File: config.mk
export PLATFORM = sky130hd
export DESIGN_NAME = ufcdr_top
export DESIGN_NICKNAME = d
export VERILOG_FILES = /design/src/rtl/ufcdr_pkg.sv /design/src/rtl/ufcdr_top.sv /design/src/rtl/ufcdr_rst_sync.sv
export VERILOG_INCLUDE_DIRS = /design/src /design/src/rtl
export SDC_FILE = /design/constraint.sdc
export NUM_CORES = 1
export LEC_CHECK = 0
export BUFFER_PORTS_ARGS = -buffer_cell sky130_fd_sc_hd__buf_2
export CAP_MARGIN = 20
export CORE_MARGIN = 4
export CORE_UTILIZATION = 27
export CTS_CLUSTER_SIZE = 14
export DETAILED_ROUTE_END_ITERATION = 10
export GPL_ROUTABILITY_DRIVEN = 0
export HOLD_SLACK_MARGIN = 0.08
export PLACE_DENSITY = 0.49
export RECOVER_POWER = 50
export SKIP_CTS_REPAIR_TIMING = 1
export SLEW_MARGIN = 30
export SYNTH_ARGS = -nofsm -noshare
export SYNTH_HDL_FRONTEND = slang
export SYNTH_SLANG_ARGS = --single-unit
File: constraint.sdc
create_clock -name clk -period 2.5 [get_ports clk]
set_clock_uncertainty 0.15 [all_clocks]
set_input_delay 0.25 -clock clk [delete_from_list [all_inputs] [get_ports clk]]
set_output_delay 0.25 -clock clk [all_outputs]
set_load 0.02 [all_outputs]
File: src/rtl/ufcdr_cfg.svh
// Offsets, field positions and reset values of the flag-clear and DMA request block
`ifndef UFCDR_CFG_SVH
`define UFCDR_CFG_SVH

// ==========================================================
// Register offsets
`define UFCDR_FIRST_STATUS_OFF 8'h00
`define UFCDR_DATA_OFF         8'h04
`define UFCDR_CTRL_OFF         8'h08
`define UFCDR_INT_STATUS_OFF   8'h0C
`define UFCDR_INT_MASK_OFF     8'h10

// ==========================================================
// First status register fields
`define UFCDR_TX_EMPTY_BIT  0
`define UFCDR_RX_FULL_BIT   1
`define UFCDR_PARITY_BIT    2
`define UFCDR_FLAG_W        3

// ==========================================================
// Control register fields
`define UFCDR_RX_DMA_EN_BIT 0
`define UFCDR_TX_DMA_EN_BIT 1
`define UFCDR_CTRL_W        2

// ==========================================================
// Interrupt status and mask fields
`define UFCDR_INT_RX_BIT    0
`define UFCDR_INT_TX_BIT    1
`define UFCDR_INT_PAR_BIT   2
`define UFCDR_INT_UFL_BIT   3
`define UFCDR_INT_W         4

// ==========================================================
// Reset values
`define UFCDR_FLAG_RST      3'h1
`define UFCDR_CTRL_RST      2'h0
`define UFCDR_INT_MASK_RST  4'h0

`endif

File: src/rtl/ufcdr_pkg.sv
// Types shared by the flag-clear and DMA request block
package ufcdr_pkg;
    typedef logic [7:0] ufcdr_byte_t;
    typedef logic [31:0] ufcdr_word_t;
    typedef enum {
        UFCDR_SEL_STATUS,
        UFCDR_SEL_DATA,
        UFCDR_SEL_CTRL,
        UFCDR_SEL_INT_STATUS,
        UFCDR_SEL_INT_MASK,
        UFCDR_SEL_NONE
    } ufcdr_reg_e;
endpackage : ufcdr_pkg

File: src/rtl/ufcdr_top.sv
// Status flags with read-then-access clearing, DMA request lines and interrupt logic of a serial port
//
// Implementation choices: the register offsets and the plain strobed port.
`timescale 1ns/1ps
`include "ufcdr_cfg.svh"
module ufcdr_top #(
    parameter int ADDR_W = 8
) (
    input  wire logic                 clk,
    input  wire logic                 nrst,
    input  wire logic [ADDR_W-1:0]    regAddr,
    input  wire ufcdr_pkg::ufcdr_word_t regWdata,
    input  wire logic                 regWr,
    input  wire logic                 regRd,
    output ufcdr_pkg::ufcdr_word_t    regRdata,
    input  wire logic                 rxCharValid,
    input  wire ufcdr_pkg::ufcdr_byte_t rxChar,
    input  wire logic                 rxParityErr,
    input  wire logic                 txCharTaken,
    output ufcdr_pkg::ufcdr_byte_t    txData,
    output logic                      txLoad,
    output logic                      rxDmaReq,
    output logic                      txDmaReq,
    output logic                      irq
);
    import ufcdr_pkg::*;

    localparam logic [ADDR_W-1:0] OFF_STATUS = ADDR_W'(`UFCDR_FIRST_STATUS_OFF);
    localparam logic [ADDR_W-1:0] OFF_DATA   = ADDR_W'(`UFCDR_DATA_OFF);
    localparam logic [ADDR_W-1:0] OFF_CTRL   = ADDR_W'(`UFCDR_CTRL_OFF);
    localparam logic [ADDR_W-1:0] OFF_ISTAT  = ADDR_W'(`UFCDR_INT_STATUS_OFF);
    localparam logic [ADDR_W-1:0] OFF_IMASK  = ADDR_W'(`UFCDR_INT_MASK_OFF);

    // ==========================================================
    // Reset release
    logic nrstSync;

    ufcdr_rst_sync u_rst_sync (
        .clk      (clk),
        .nrst     (nrst),
        .nrstSync (nrstSync)
    );

    // ==========================================================
    // Address decode
    function automatic ufcdr_reg_e decodeReg(input logic [ADDR_W-1:0] a);
        ufcdr_reg_e sel;
        sel = UFCDR_SEL_NONE;
        if (a == OFF_STATUS) begin
            sel = UFCDR_SEL_STATUS;
        end else if (a == OFF_DATA) begin
            sel = UFCDR_SEL_DATA;
        end else if (a == OFF_CTRL) begin
            sel = UFCDR_SEL_CTRL;
        end else if (a == OFF_ISTAT) begin
            sel = UFCDR_SEL_INT_STATUS;
        end else if (a == OFF_IMASK) begin
            sel = UFCDR_SEL_INT_MASK;
        end
        return sel;
    endfunction : decodeReg

    ufcdr_reg_e                 rdSel;
    ufcdr_reg_e                 wrSel;
    logic                       statusRd;
    logic                       dataRd;
    logic                       dataWr;
    logic                       dataAcc;

    always_comb begin
        rdSel    = regRd ? decodeReg(regAddr) : UFCDR_SEL_NONE;
        wrSel    = regWr ? decodeReg(regAddr) : UFCDR_SEL_NONE;
        statusRd = (rdSel == UFCDR_SEL_STATUS);
        dataRd   = (rdSel == UFCDR_SEL_DATA);
        dataWr   = (wrSel == UFCDR_SEL_DATA);
        dataAcc  = dataRd || dataWr;
    end

    // ==========================================================
    // Status flags and clear sequence
    logic                        transmitDataEmptyFlag;
    logic                        receiveDataFullFlag;
    logic                        parityErrorFlag;
    logic [`UFCDR_FLAG_W-1:0]    flagVec;
    logic [`UFCDR_FLAG_W-1:0]    armed;
    logic [`UFCDR_FLAG_W-1:0]    clearVec;
    logic [`UFCDR_FLAG_W-1:0]    next_armed;
    logic                        next_transmitDataEmptyFlag;
    logic                        next_receiveDataFullFlag;
    logic                        next_parityErrorFlag;
    ufcdr_byte_t                 rxHold;
    ufcdr_byte_t                 next_rxHold;

    always_comb begin
        flagVec = '0;
        flagVec[`UFCDR_TX_EMPTY_BIT] = transmitDataEmptyFlag;
        flagVec[`UFCDR_RX_FULL_BIT]  = receiveDataFullFlag;
        flagVec[`UFCDR_PARITY_BIT]   = parityErrorFlag;
        // Only flags seen by the status read are armed; later sets survive the data access
        next_armed = armed;
        if (statusRd) begin
            next_armed = flagVec;
        end else if (dataAcc) begin
            next_armed = '0;
        end
        // Every armed flag goes at once, whatever the access was meant for
        clearVec = dataAcc ? armed : '0;
        // A new event in the clearing cycle wins over the clear
        next_receiveDataFullFlag   = (receiveDataFullFlag & ~clearVec[`UFCDR_RX_FULL_BIT]) | rxCharValid;
        next_parityErrorFlag       = (parityErrorFlag & ~clearVec[`UFCDR_PARITY_BIT])
                                     | (rxCharValid & rxParityErr);
        next_transmitDataEmptyFlag = (transmitDataEmptyFlag & ~clearVec[`UFCDR_TX_EMPTY_BIT]) | txCharTaken;
        next_rxHold = rxCharValid ? rxChar : rxHold;
    end

    always_ff @(posedge clk or negedge nrstSync) begin
        if (!nrstSync) begin
            armed                 <= '0;
            transmitDataEmptyFlag <= 1'(`UFCDR_FLAG_RST >> `UFCDR_TX_EMPTY_BIT);
            receiveDataFullFlag   <= 1'b0;
            parityErrorFlag       <= 1'b0;
            rxHold                <= '0;
        end else begin
            armed                 <= next_armed;
            transmitDataEmptyFlag <= next_transmitDataEmptyFlag;
            receiveDataFullFlag   <= next_receiveDataFullFlag;
            parityErrorFlag       <= next_parityErrorFlag;
            rxHold                <= next_rxHold;
        end
    end

    // ==========================================================
    // Control, transmit load and DMA requests
    logic [`UFCDR_CTRL_W-1:0]  ctrl;
    logic [`UFCDR_CTRL_W-1:0]  next_ctrl;
    ufcdr_byte_t               next_txData;
    logic                      next_txLoad;
    logic                      next_rxDmaReq;
    logic                      next_txDmaReq;

    always_comb begin
        next_ctrl   = ctrl;
        next_txData = txData;
        next_txLoad = 1'b0;
        if (wrSel == UFCDR_SEL_CTRL) begin
            next_ctrl = regWdata[`UFCDR_CTRL_W-1:0];
        end
        if (dataWr) begin
            next_txData = regWdata[7:0];
            next_txLoad = 1'b1;
        end
        // Built from next values so the line falls in the same cycle as its flag
        next_rxDmaReq = next_receiveDataFullFlag & next_ctrl[`UFCDR_RX_DMA_EN_BIT];
        next_txDmaReq = next_transmitDataEmptyFlag & next_ctrl[`UFCDR_TX_DMA_EN_BIT];
    end

    always_ff @(posedge clk or negedge nrstSync) begin
        if (!nrstSync) begin
            ctrl     <= `UFCDR_CTRL_RST;
            txData   <= '0;
            txLoad   <= 1'b0;
            rxDmaReq <= 1'b0;
            txDmaReq <= 1'b0;
        end else begin
            ctrl     <= next_ctrl;
            txData   <= next_txData;
            txLoad   <= next_txLoad;
            rxDmaReq <= next_rxDmaReq;
            txDmaReq <= next_txDmaReq;
        end
    end

    // ==========================================================
    // Interrupt status, mask and read data
    logic [`UFCDR_INT_W-1:0]  intStatus;
    logic [`UFCDR_INT_W-1:0]  intMask;
    logic [`UFCDR_INT_W-1:0]  intEvent;
    logic [`UFCDR_INT_W-1:0]  next_intStatus;
    logic [`UFCDR_INT_W-1:0]  next_intMask;
    logic                     next_irq;
    ufcdr_word_t              next_regRdata;

    always_comb begin
        intEvent = '0;
        intEvent[`UFCDR_INT_RX_BIT]  = rxCharValid;
        intEvent[`UFCDR_INT_TX_BIT]  = txCharTaken;
        intEvent[`UFCDR_INT_PAR_BIT] = rxCharValid & rxParityErr;
        // A late DMA read of an empty data register returns the old byte, is flagged and still clears any armed flag
        intEvent[`UFCDR_INT_UFL_BIT] = dataRd & ~receiveDataFullFlag;
        next_intStatus = intStatus;
        next_intMask   = intMask;
        if (wrSel == UFCDR_SEL_INT_STATUS) begin
            next_intStatus = intStatus & ~regWdata[`UFCDR_INT_W-1:0];
        end
        if (wrSel == UFCDR_SEL_INT_MASK) begin
            next_intMask = regWdata[`UFCDR_INT_W-1:0];
        end
        next_intStatus = next_intStatus | intEvent;
        next_irq       = |(next_intStatus & next_intMask);
        next_regRdata  = '0;
        case (rdSel)
            UFCDR_SEL_STATUS: begin
                next_regRdata[`UFCDR_FLAG_W-1:0] = flagVec;
            end
            UFCDR_SEL_DATA: begin
                next_regRdata[7:0] = rxHold;
            end
            UFCDR_SEL_CTRL: begin
                next_regRdata[`UFCDR_CTRL_W-1:0] = ctrl;
            end
            UFCDR_SEL_INT_STATUS: begin
                next_regRdata[`UFCDR_INT_W-1:0] = intStatus;
            end
            UFCDR_SEL_INT_MASK: begin
                next_regRdata[`UFCDR_INT_W-1:0] = intMask;
            end
            default: begin
                next_regRdata = '0;
            end
        endcase
    end

    always_ff @(posedge clk or negedge nrstSync) begin
        if (!nrstSync) begin
            intStatus <= '0;
            intMask   <= `UFCDR_INT_MASK_RST;
            irq       <= 1'b0;
            regRdata  <= '0;
        end else begin
            intStatus <= next_intStatus;
            intMask   <= next_intMask;
            irq       <= next_irq;
            regRdata  <= next_regRdata;
        end
    end
endmodule : ufcdr_top

File: src/rtl/ufcdr_rst_sync.sv
// Two-stage release synchroniser for the asynchronous active-low reset
`timescale 1ns/1ps
module ufcdr_rst_sync (
    input  wire logic clk,
    input  wire logic nrst,
    output logic      nrstSync
);
    logic stage1;

    // ==========================================================
    // Assert at once, release after two edges
    always_ff @(posedge clk or negedge nrst) begin
        if (!nrst) begin
            stage1   <= 1'b0;
            nrstSync <= 1'b0;
        end else begin
            stage1   <= 1'b1;
            nrstSync <= stage1;
        end
    end
endmodule : ufcdr_rst_sync

==> flow_summary.ini, run 1 <==
[grt]
grt_pass1_wl_um = 7450
grt_max_degree = 21
grt-ovfl-total = 0
grt.total_usage = 0.100
antenna_found_initial = 0
grt_pass1_vias = 1457

[pwr]
share_comb_of_total_power = 0.117
seq_power_share = 0.477
vdd_ir_drop_max_v = 0.000283
p_int_w = 0.00128
switching_share = 0.228
power_density_nw_per_um2 = 607
p_sw_w = 0.000380
power.total_w = 0.00166
clockPowerShare = 0.405
p_leak_nw = 1.33

[timing]
finalCriticalPeriod_ns = 1.99
finalSetupViolCount = 0
timing.fmax_ghz = 0.503
fin_crit_sh = 0.794
maxSlewHeadroom = 0.259
rsz0062_at_grt = false
tightest_slew_ns = 1.11
finalMaxSlewViolations = 0
tns_ns = 0
final-hold-violation-count = 0
fin_hold_ws_ns = 0.0705

[worst_setup_path]
arrival_ns = 2.02
cp_max_fo = 9
cp-start-kind = input pin
critical_path_class = input pin to register
required_ns = 2.54
critPathLaunch = regAddr[0]
critPathCaptureType = register
reg2reg_slack_ns = 1.10
r2r_cells = 1
timing.rr.start = u_rst_sync.nrstSync
r2r_end = intMask[3]

[clocking]
clk_path_buf_depth = 2
htree_num_levels = 2
cts_tree = done
cts_root_buf = clkbuf_8
cts_buffers = 5
cts_sinks = 46
path_clk_slew_ns = 0.08
clock_latency_ns = 0.30

[route]
wl_per_cell_um = 13.4
drtPass1Iterations = 4
ant_nets = 0
via_count = 1441
vias_per_cell = 4.15
wirelength_um = 4670
remaining_drc_errors = 0
drt_first_iter_violations = 47

[logic_synthesis]
ys_ff_latch = 46
yosysTopAreaCellShare = 0.530
synthArstFlopShare = 1.00
synth_mux_area_frac = 0.134
synth_adder_area_share = 0
yosys.area.top_type = dfrtp_1
synth-xor-area-share = 0
syn_area_per_cell_um2 = 12.6
synth-simple-area-share = 0.127
synth_compound_area_frac = 0.0919
syn-instance-count = 169
synth_edf_count = 0
synth_cell_type_count = 38
yosysSeqAreaShare = 0.542
synth_top_family_by_area = multiplexers
synthFlopType = dfrtp_1
yosysWarnings = 0
synth_area_um2 = 2120
synthTopCellsByArea = dfrtp_1 (53%), mux2_2 (11%), buf_4 (8.8%)

[min_path]
min_delay_path_depth = 3
hold_class = input pin to register
holdPathEnd = parityErrorFlag
hold_start = rxParityErr

[placement]
place_area_um2 = 2440
io_buffers = 50
hpwl_um = 3500

[final_layout]
seq_area_um2 = 1150
multi_input_area_um2 = 845
mostFrequentLayoutCell = buf_2
diodes = 0
postLayoutCoreUtil = 0.356
finalInstanceArea_um2 = 2740
syn_to_final_growth_pct = 29.0
drive_above_1_share = 0.396
fillerInstances = 809
layout_common_cells = buf_2 (49), dfrtp_1 (44), conb_1 (25)
final_nets = 299

[floorplan]
fp.dieW_um = 96.7
die_y_um = 96.7
dieArea_um2 = 9350
io_pins = 99
core_um2 = 7690
start_util = 0.276
std_cell_rows = 32

[run_status]
status = finished, final reports clean

[flow_run]
drv_cap = 0
==> cell usage after synthesis (2+ instances only) <==
master / number
buf_4: 25
a31oi_1: 2
nor2_1: 3
a21o_1: 3
inv_1: 2
mux2_2: 20
and2_4: 2
dfrtp_1: 45
nand2_1: 12
and2_1: 4
nand2b_1: 2
a32oi_1: 2
o32a_2: 2
mux2_4: 2
buf_2: 3
o21ai_0: 7
nor3_1: 3
nor4_4: 2
nand3_1: 2
mux2i_1: 3
a22o_1: 5
conb_1: 2
==> critical path: stages <==
cell and delay, ns:
buf_2 0.12, or4_4 0.58, nor4_2 0.44, buf_4 0.28, mux2_2 0.35
==> power by group through the flow <==
| stage | clock (W) | combinational, W | sequential, W |
|---|---|---|---|
| floorplan | 0 | 0.000121 | 0.000828 |
| global placement | 0 | 0.000176 | 0.000810 |
| detailed placement | 0 | 0.000177 | 0.000810 |
| CTS | 0.000701 | 0.000177 | 0.000796 |
| global route | 0.000735 | 0.000215 | 0.000799 |
| finish | 0.000675 | 0.000195 | 0.000795 |
==> registers in the layout (all words and copies together) (netlist names), 2 cells and up <==
signal,cells
intMask,4
regRdata,8
ctrl,2
armed,3
txData,8
intStatus,4
rxHold,8
==> worst max-delay path by stage <==
stage,end,slack (ns),cells past startpoint
after detailed placement,txData[2],0.15,5
after floorplan,irq,0.43,5
after global routing,txData[2],0.46,5
after CTS,txData[2],0.49,5
after global placement,irq,0.19,6
final,txData[2],0.51,5
==> final cells by class <==
class / count / area share
Clock inverter: 2 / 0.0219
Sequential cell: 46 / 0.421
Tap cell: 102 / 0.0466
Timing Repair Buffer: 74 / 0.169
Multi-Input combinational cell: 115 / 0.308
Inverter: 2 / 0.00274
Clock buffer: 6 / 0.0301
==> cells by family after synthesis <==
group,Yosys count
buf+inv,31
flops,46
simple gates,39
mux,25
other cells,2
compound gates,26
==> metrics by stage <==
stage | worst slack [ns] | instances
after floorplan | 0.434 | 192
after global routing | 0.457 | 347
after CTS | 0.488 | 330
final | 0.514 | 347
after global placement | 0.189 | 322
after detailed placement | 0.154 | 322
==> layer usage <==
layer	share of wire	global-route usage
met1	0.46	0.130
met3	0.050	0.0288
met5	0	0
met2	0.47	0.158
met4	0.010	0.0389
(Power assumes the default switching activity.)
==> run 2: changes to the inputs <==
- PLACE_DENSITY: 0.49 -> 0.51
- clock period: 2.5 -> 1.8 ns (I/O delays scaled with it)
==> flow_summary.ini, run 2 (synthesized netlist as in run 1, its figures left out) <==
[pwr]
seq_power_share = 0.534
share_comb_of_total_power = 0.151
vdd_ir_drop_max_v = 0.000298
power.total_w = 0.00206
switching_share = 0.258
p_sw_w = 0.000534
p_leak_nw = 1.45
power_density_nw_per_um2 = 702
p_int_w = 0.00153
clockPowerShare = 0.315

[placement]
place_inst = 343
io_buffers = 50
hpwl_um = 3720
place_ws_ns = -0.372

[final_layout]
fin_cells = 373
mostFrequentLayoutCell = buf_2
top_regs = regRdata (8), rxHold (8), txData (8)
syn_to_final_growth_pct = 38.4
final_nets = 325
drive_above_1_share = 0.465
layout_common_cells = buf_2 (50), dfrtp_1 (44), buf_4 (28)
fillerInstances = 776
diodes = 0

[clocking]
cts_buffers = 5
path_clk_slew_ns = 0.09
htree_num_levels = 2
clock_latency_ns = 0.29
cts_tree = done
cts_sinks = 46
cts_root_buf = clkbuf_8
clk_path_buf_depth = 2

[worst_setup_path]
critical_path_class = input pin to register
critPathSlowestCell = or4_4
critPathCaptureType = register
critPathBufInv = 2
cpPeakStageDelay_ns = 0.58
crit_family = compound AO/OA/AOI/OAI gates
arrival_ns = 1.78
cp_cell_sequence = buf_2, or4_4, buf_4, o41ai_2, o31ai_2, a22oi_2, nand3_1
cp_max_fo = 3
cp-start-kind = input pin
required_ns = 1.83

[floorplan]
io_pins = 99
die_y_um = 96.7
std_cell_rows = 32
fp.dieW_um = 96.7
dieArea_um2 = 9350
core_um2 = 7690
start_util = 0.276

[route]
wl_per_cell_um = 13.5
via_count = 1590
wirelength_um = 5020
drt-met1-wl_um = 2190
ant_nets = 0
topRoutingLayerUsed = met4
wl_met3_um = 377
met2_length_um = 2440
vias_per_cell = 4.26
remaining_drc_errors = 0
drtPass1Iterations = 4
drt_first_iter_violations = 122

[grt]
antenna_found_initial = 0
grt_max_degree = 45
grt.total_usage = 0.104
grt-ovfl-total = 0
grt_pass1_wl_um = 7830
grt_pass1_vias = 1512

[timing]
fin_crit_sh = 0.973
maxSlewHeadroom = 0.267
finalMaxSlewViolations = 0
timing.fmax_ghz = 0.571
finalSetupViolCount = 0
rsz0062_at_grt = false
final-hold-violation-count = 0
tightest_slew_ns = 1.10
finalCriticalPeriod_ns = 1.75
fin_ws_ns = 0.0484

[min_path]
hold_class = input pin to register

[run_status]
status = finished, final reports clean

[flow_run]
drv_cap = 0
run 2: cell types whose count changed in the layout (fill, tap and decap cells not counted), moves of 2 or more:
cell / change
clkbuf_1: -2
mux2_4: +2
buf_4: +23
bufinv_16: -2
dlygate4sd3_1: +3
mux2_2: -2
run 2: path summary, 6_finish.rpt:
kind                                       endpoint           startpoint  slack (ns)  cells after the start
worst max-delay path                            irq           regAddr[6]        0.05                      7
worst min-delay path                   intStatus[2]                regWr        0.14                      3
worst max register to register            rxHold[2]  u_rst_sync.nrstSync        0.43                      1
worst min register to register  u_rst_sync.nrstSync    u_rst_sync.stage1        0.21                      0
max in group asynchronous                 rxHold[2]  u_rst_sync.nrstSync        0.43                      1
min in group asynchronous               regRdata[4]  u_rst_sync.nrstSync        0.40                      1
run 2: through the flow:
step | TNS (ns) | util | area, um2 | hold WS [ns]
2_1_floorplan | -0.938 | - | 2220 | -0.266
3_3_place_gp | -5.89 | 0.340 | 2610 | -0.183
3_5_place_dp | -5.72 | 0.340 | 2610 | -0.183
4_1_cts | -0.0563 | 0.352 | 2710 | -0.515
5_1_grt | 0 | 0.382 | 2940 | 0.181
6_report | 0 | 0.382 | 2940 | 0.139
run 2: cell type report:
type	instances	area, um2	area share
clock buffer	7	86.3	0.0294
clock inverter	1	5.00	0.00170
inverter	2	7.51	0.00255
multi-input combinational	115	883	0.300
sequential	46	1150	0.392
tap	102	128	0.0434
timing repair buffer	100	677	0.230
run 2: layer usage:
| metal | track usage | vias up |
|---|---|---|
| li1 | - | 753 |
| met3 | 0.0310 | 2 |
| met2 | 0.157 | 62 |
| met5 | 0 | - |
| met1 | 0.143 | 773 |
| met4 | 0.0356 | 0 |
run 2: power by group through the flow:
stage | Sequential (W) | Clock, W | Combinational, W
floorplan | 0.00115 | 0 | 0.000170
global placement | 0.00112 | 0 | 0.000277
detailed placement | 0.00112 | 0 | 0.000280
CTS | 0.00110 | 0.000680 | 0.000281
global route | 0.00111 | 0.000714 | 0.000341
finish | 0.00110 | 0.000650 | 0.000311
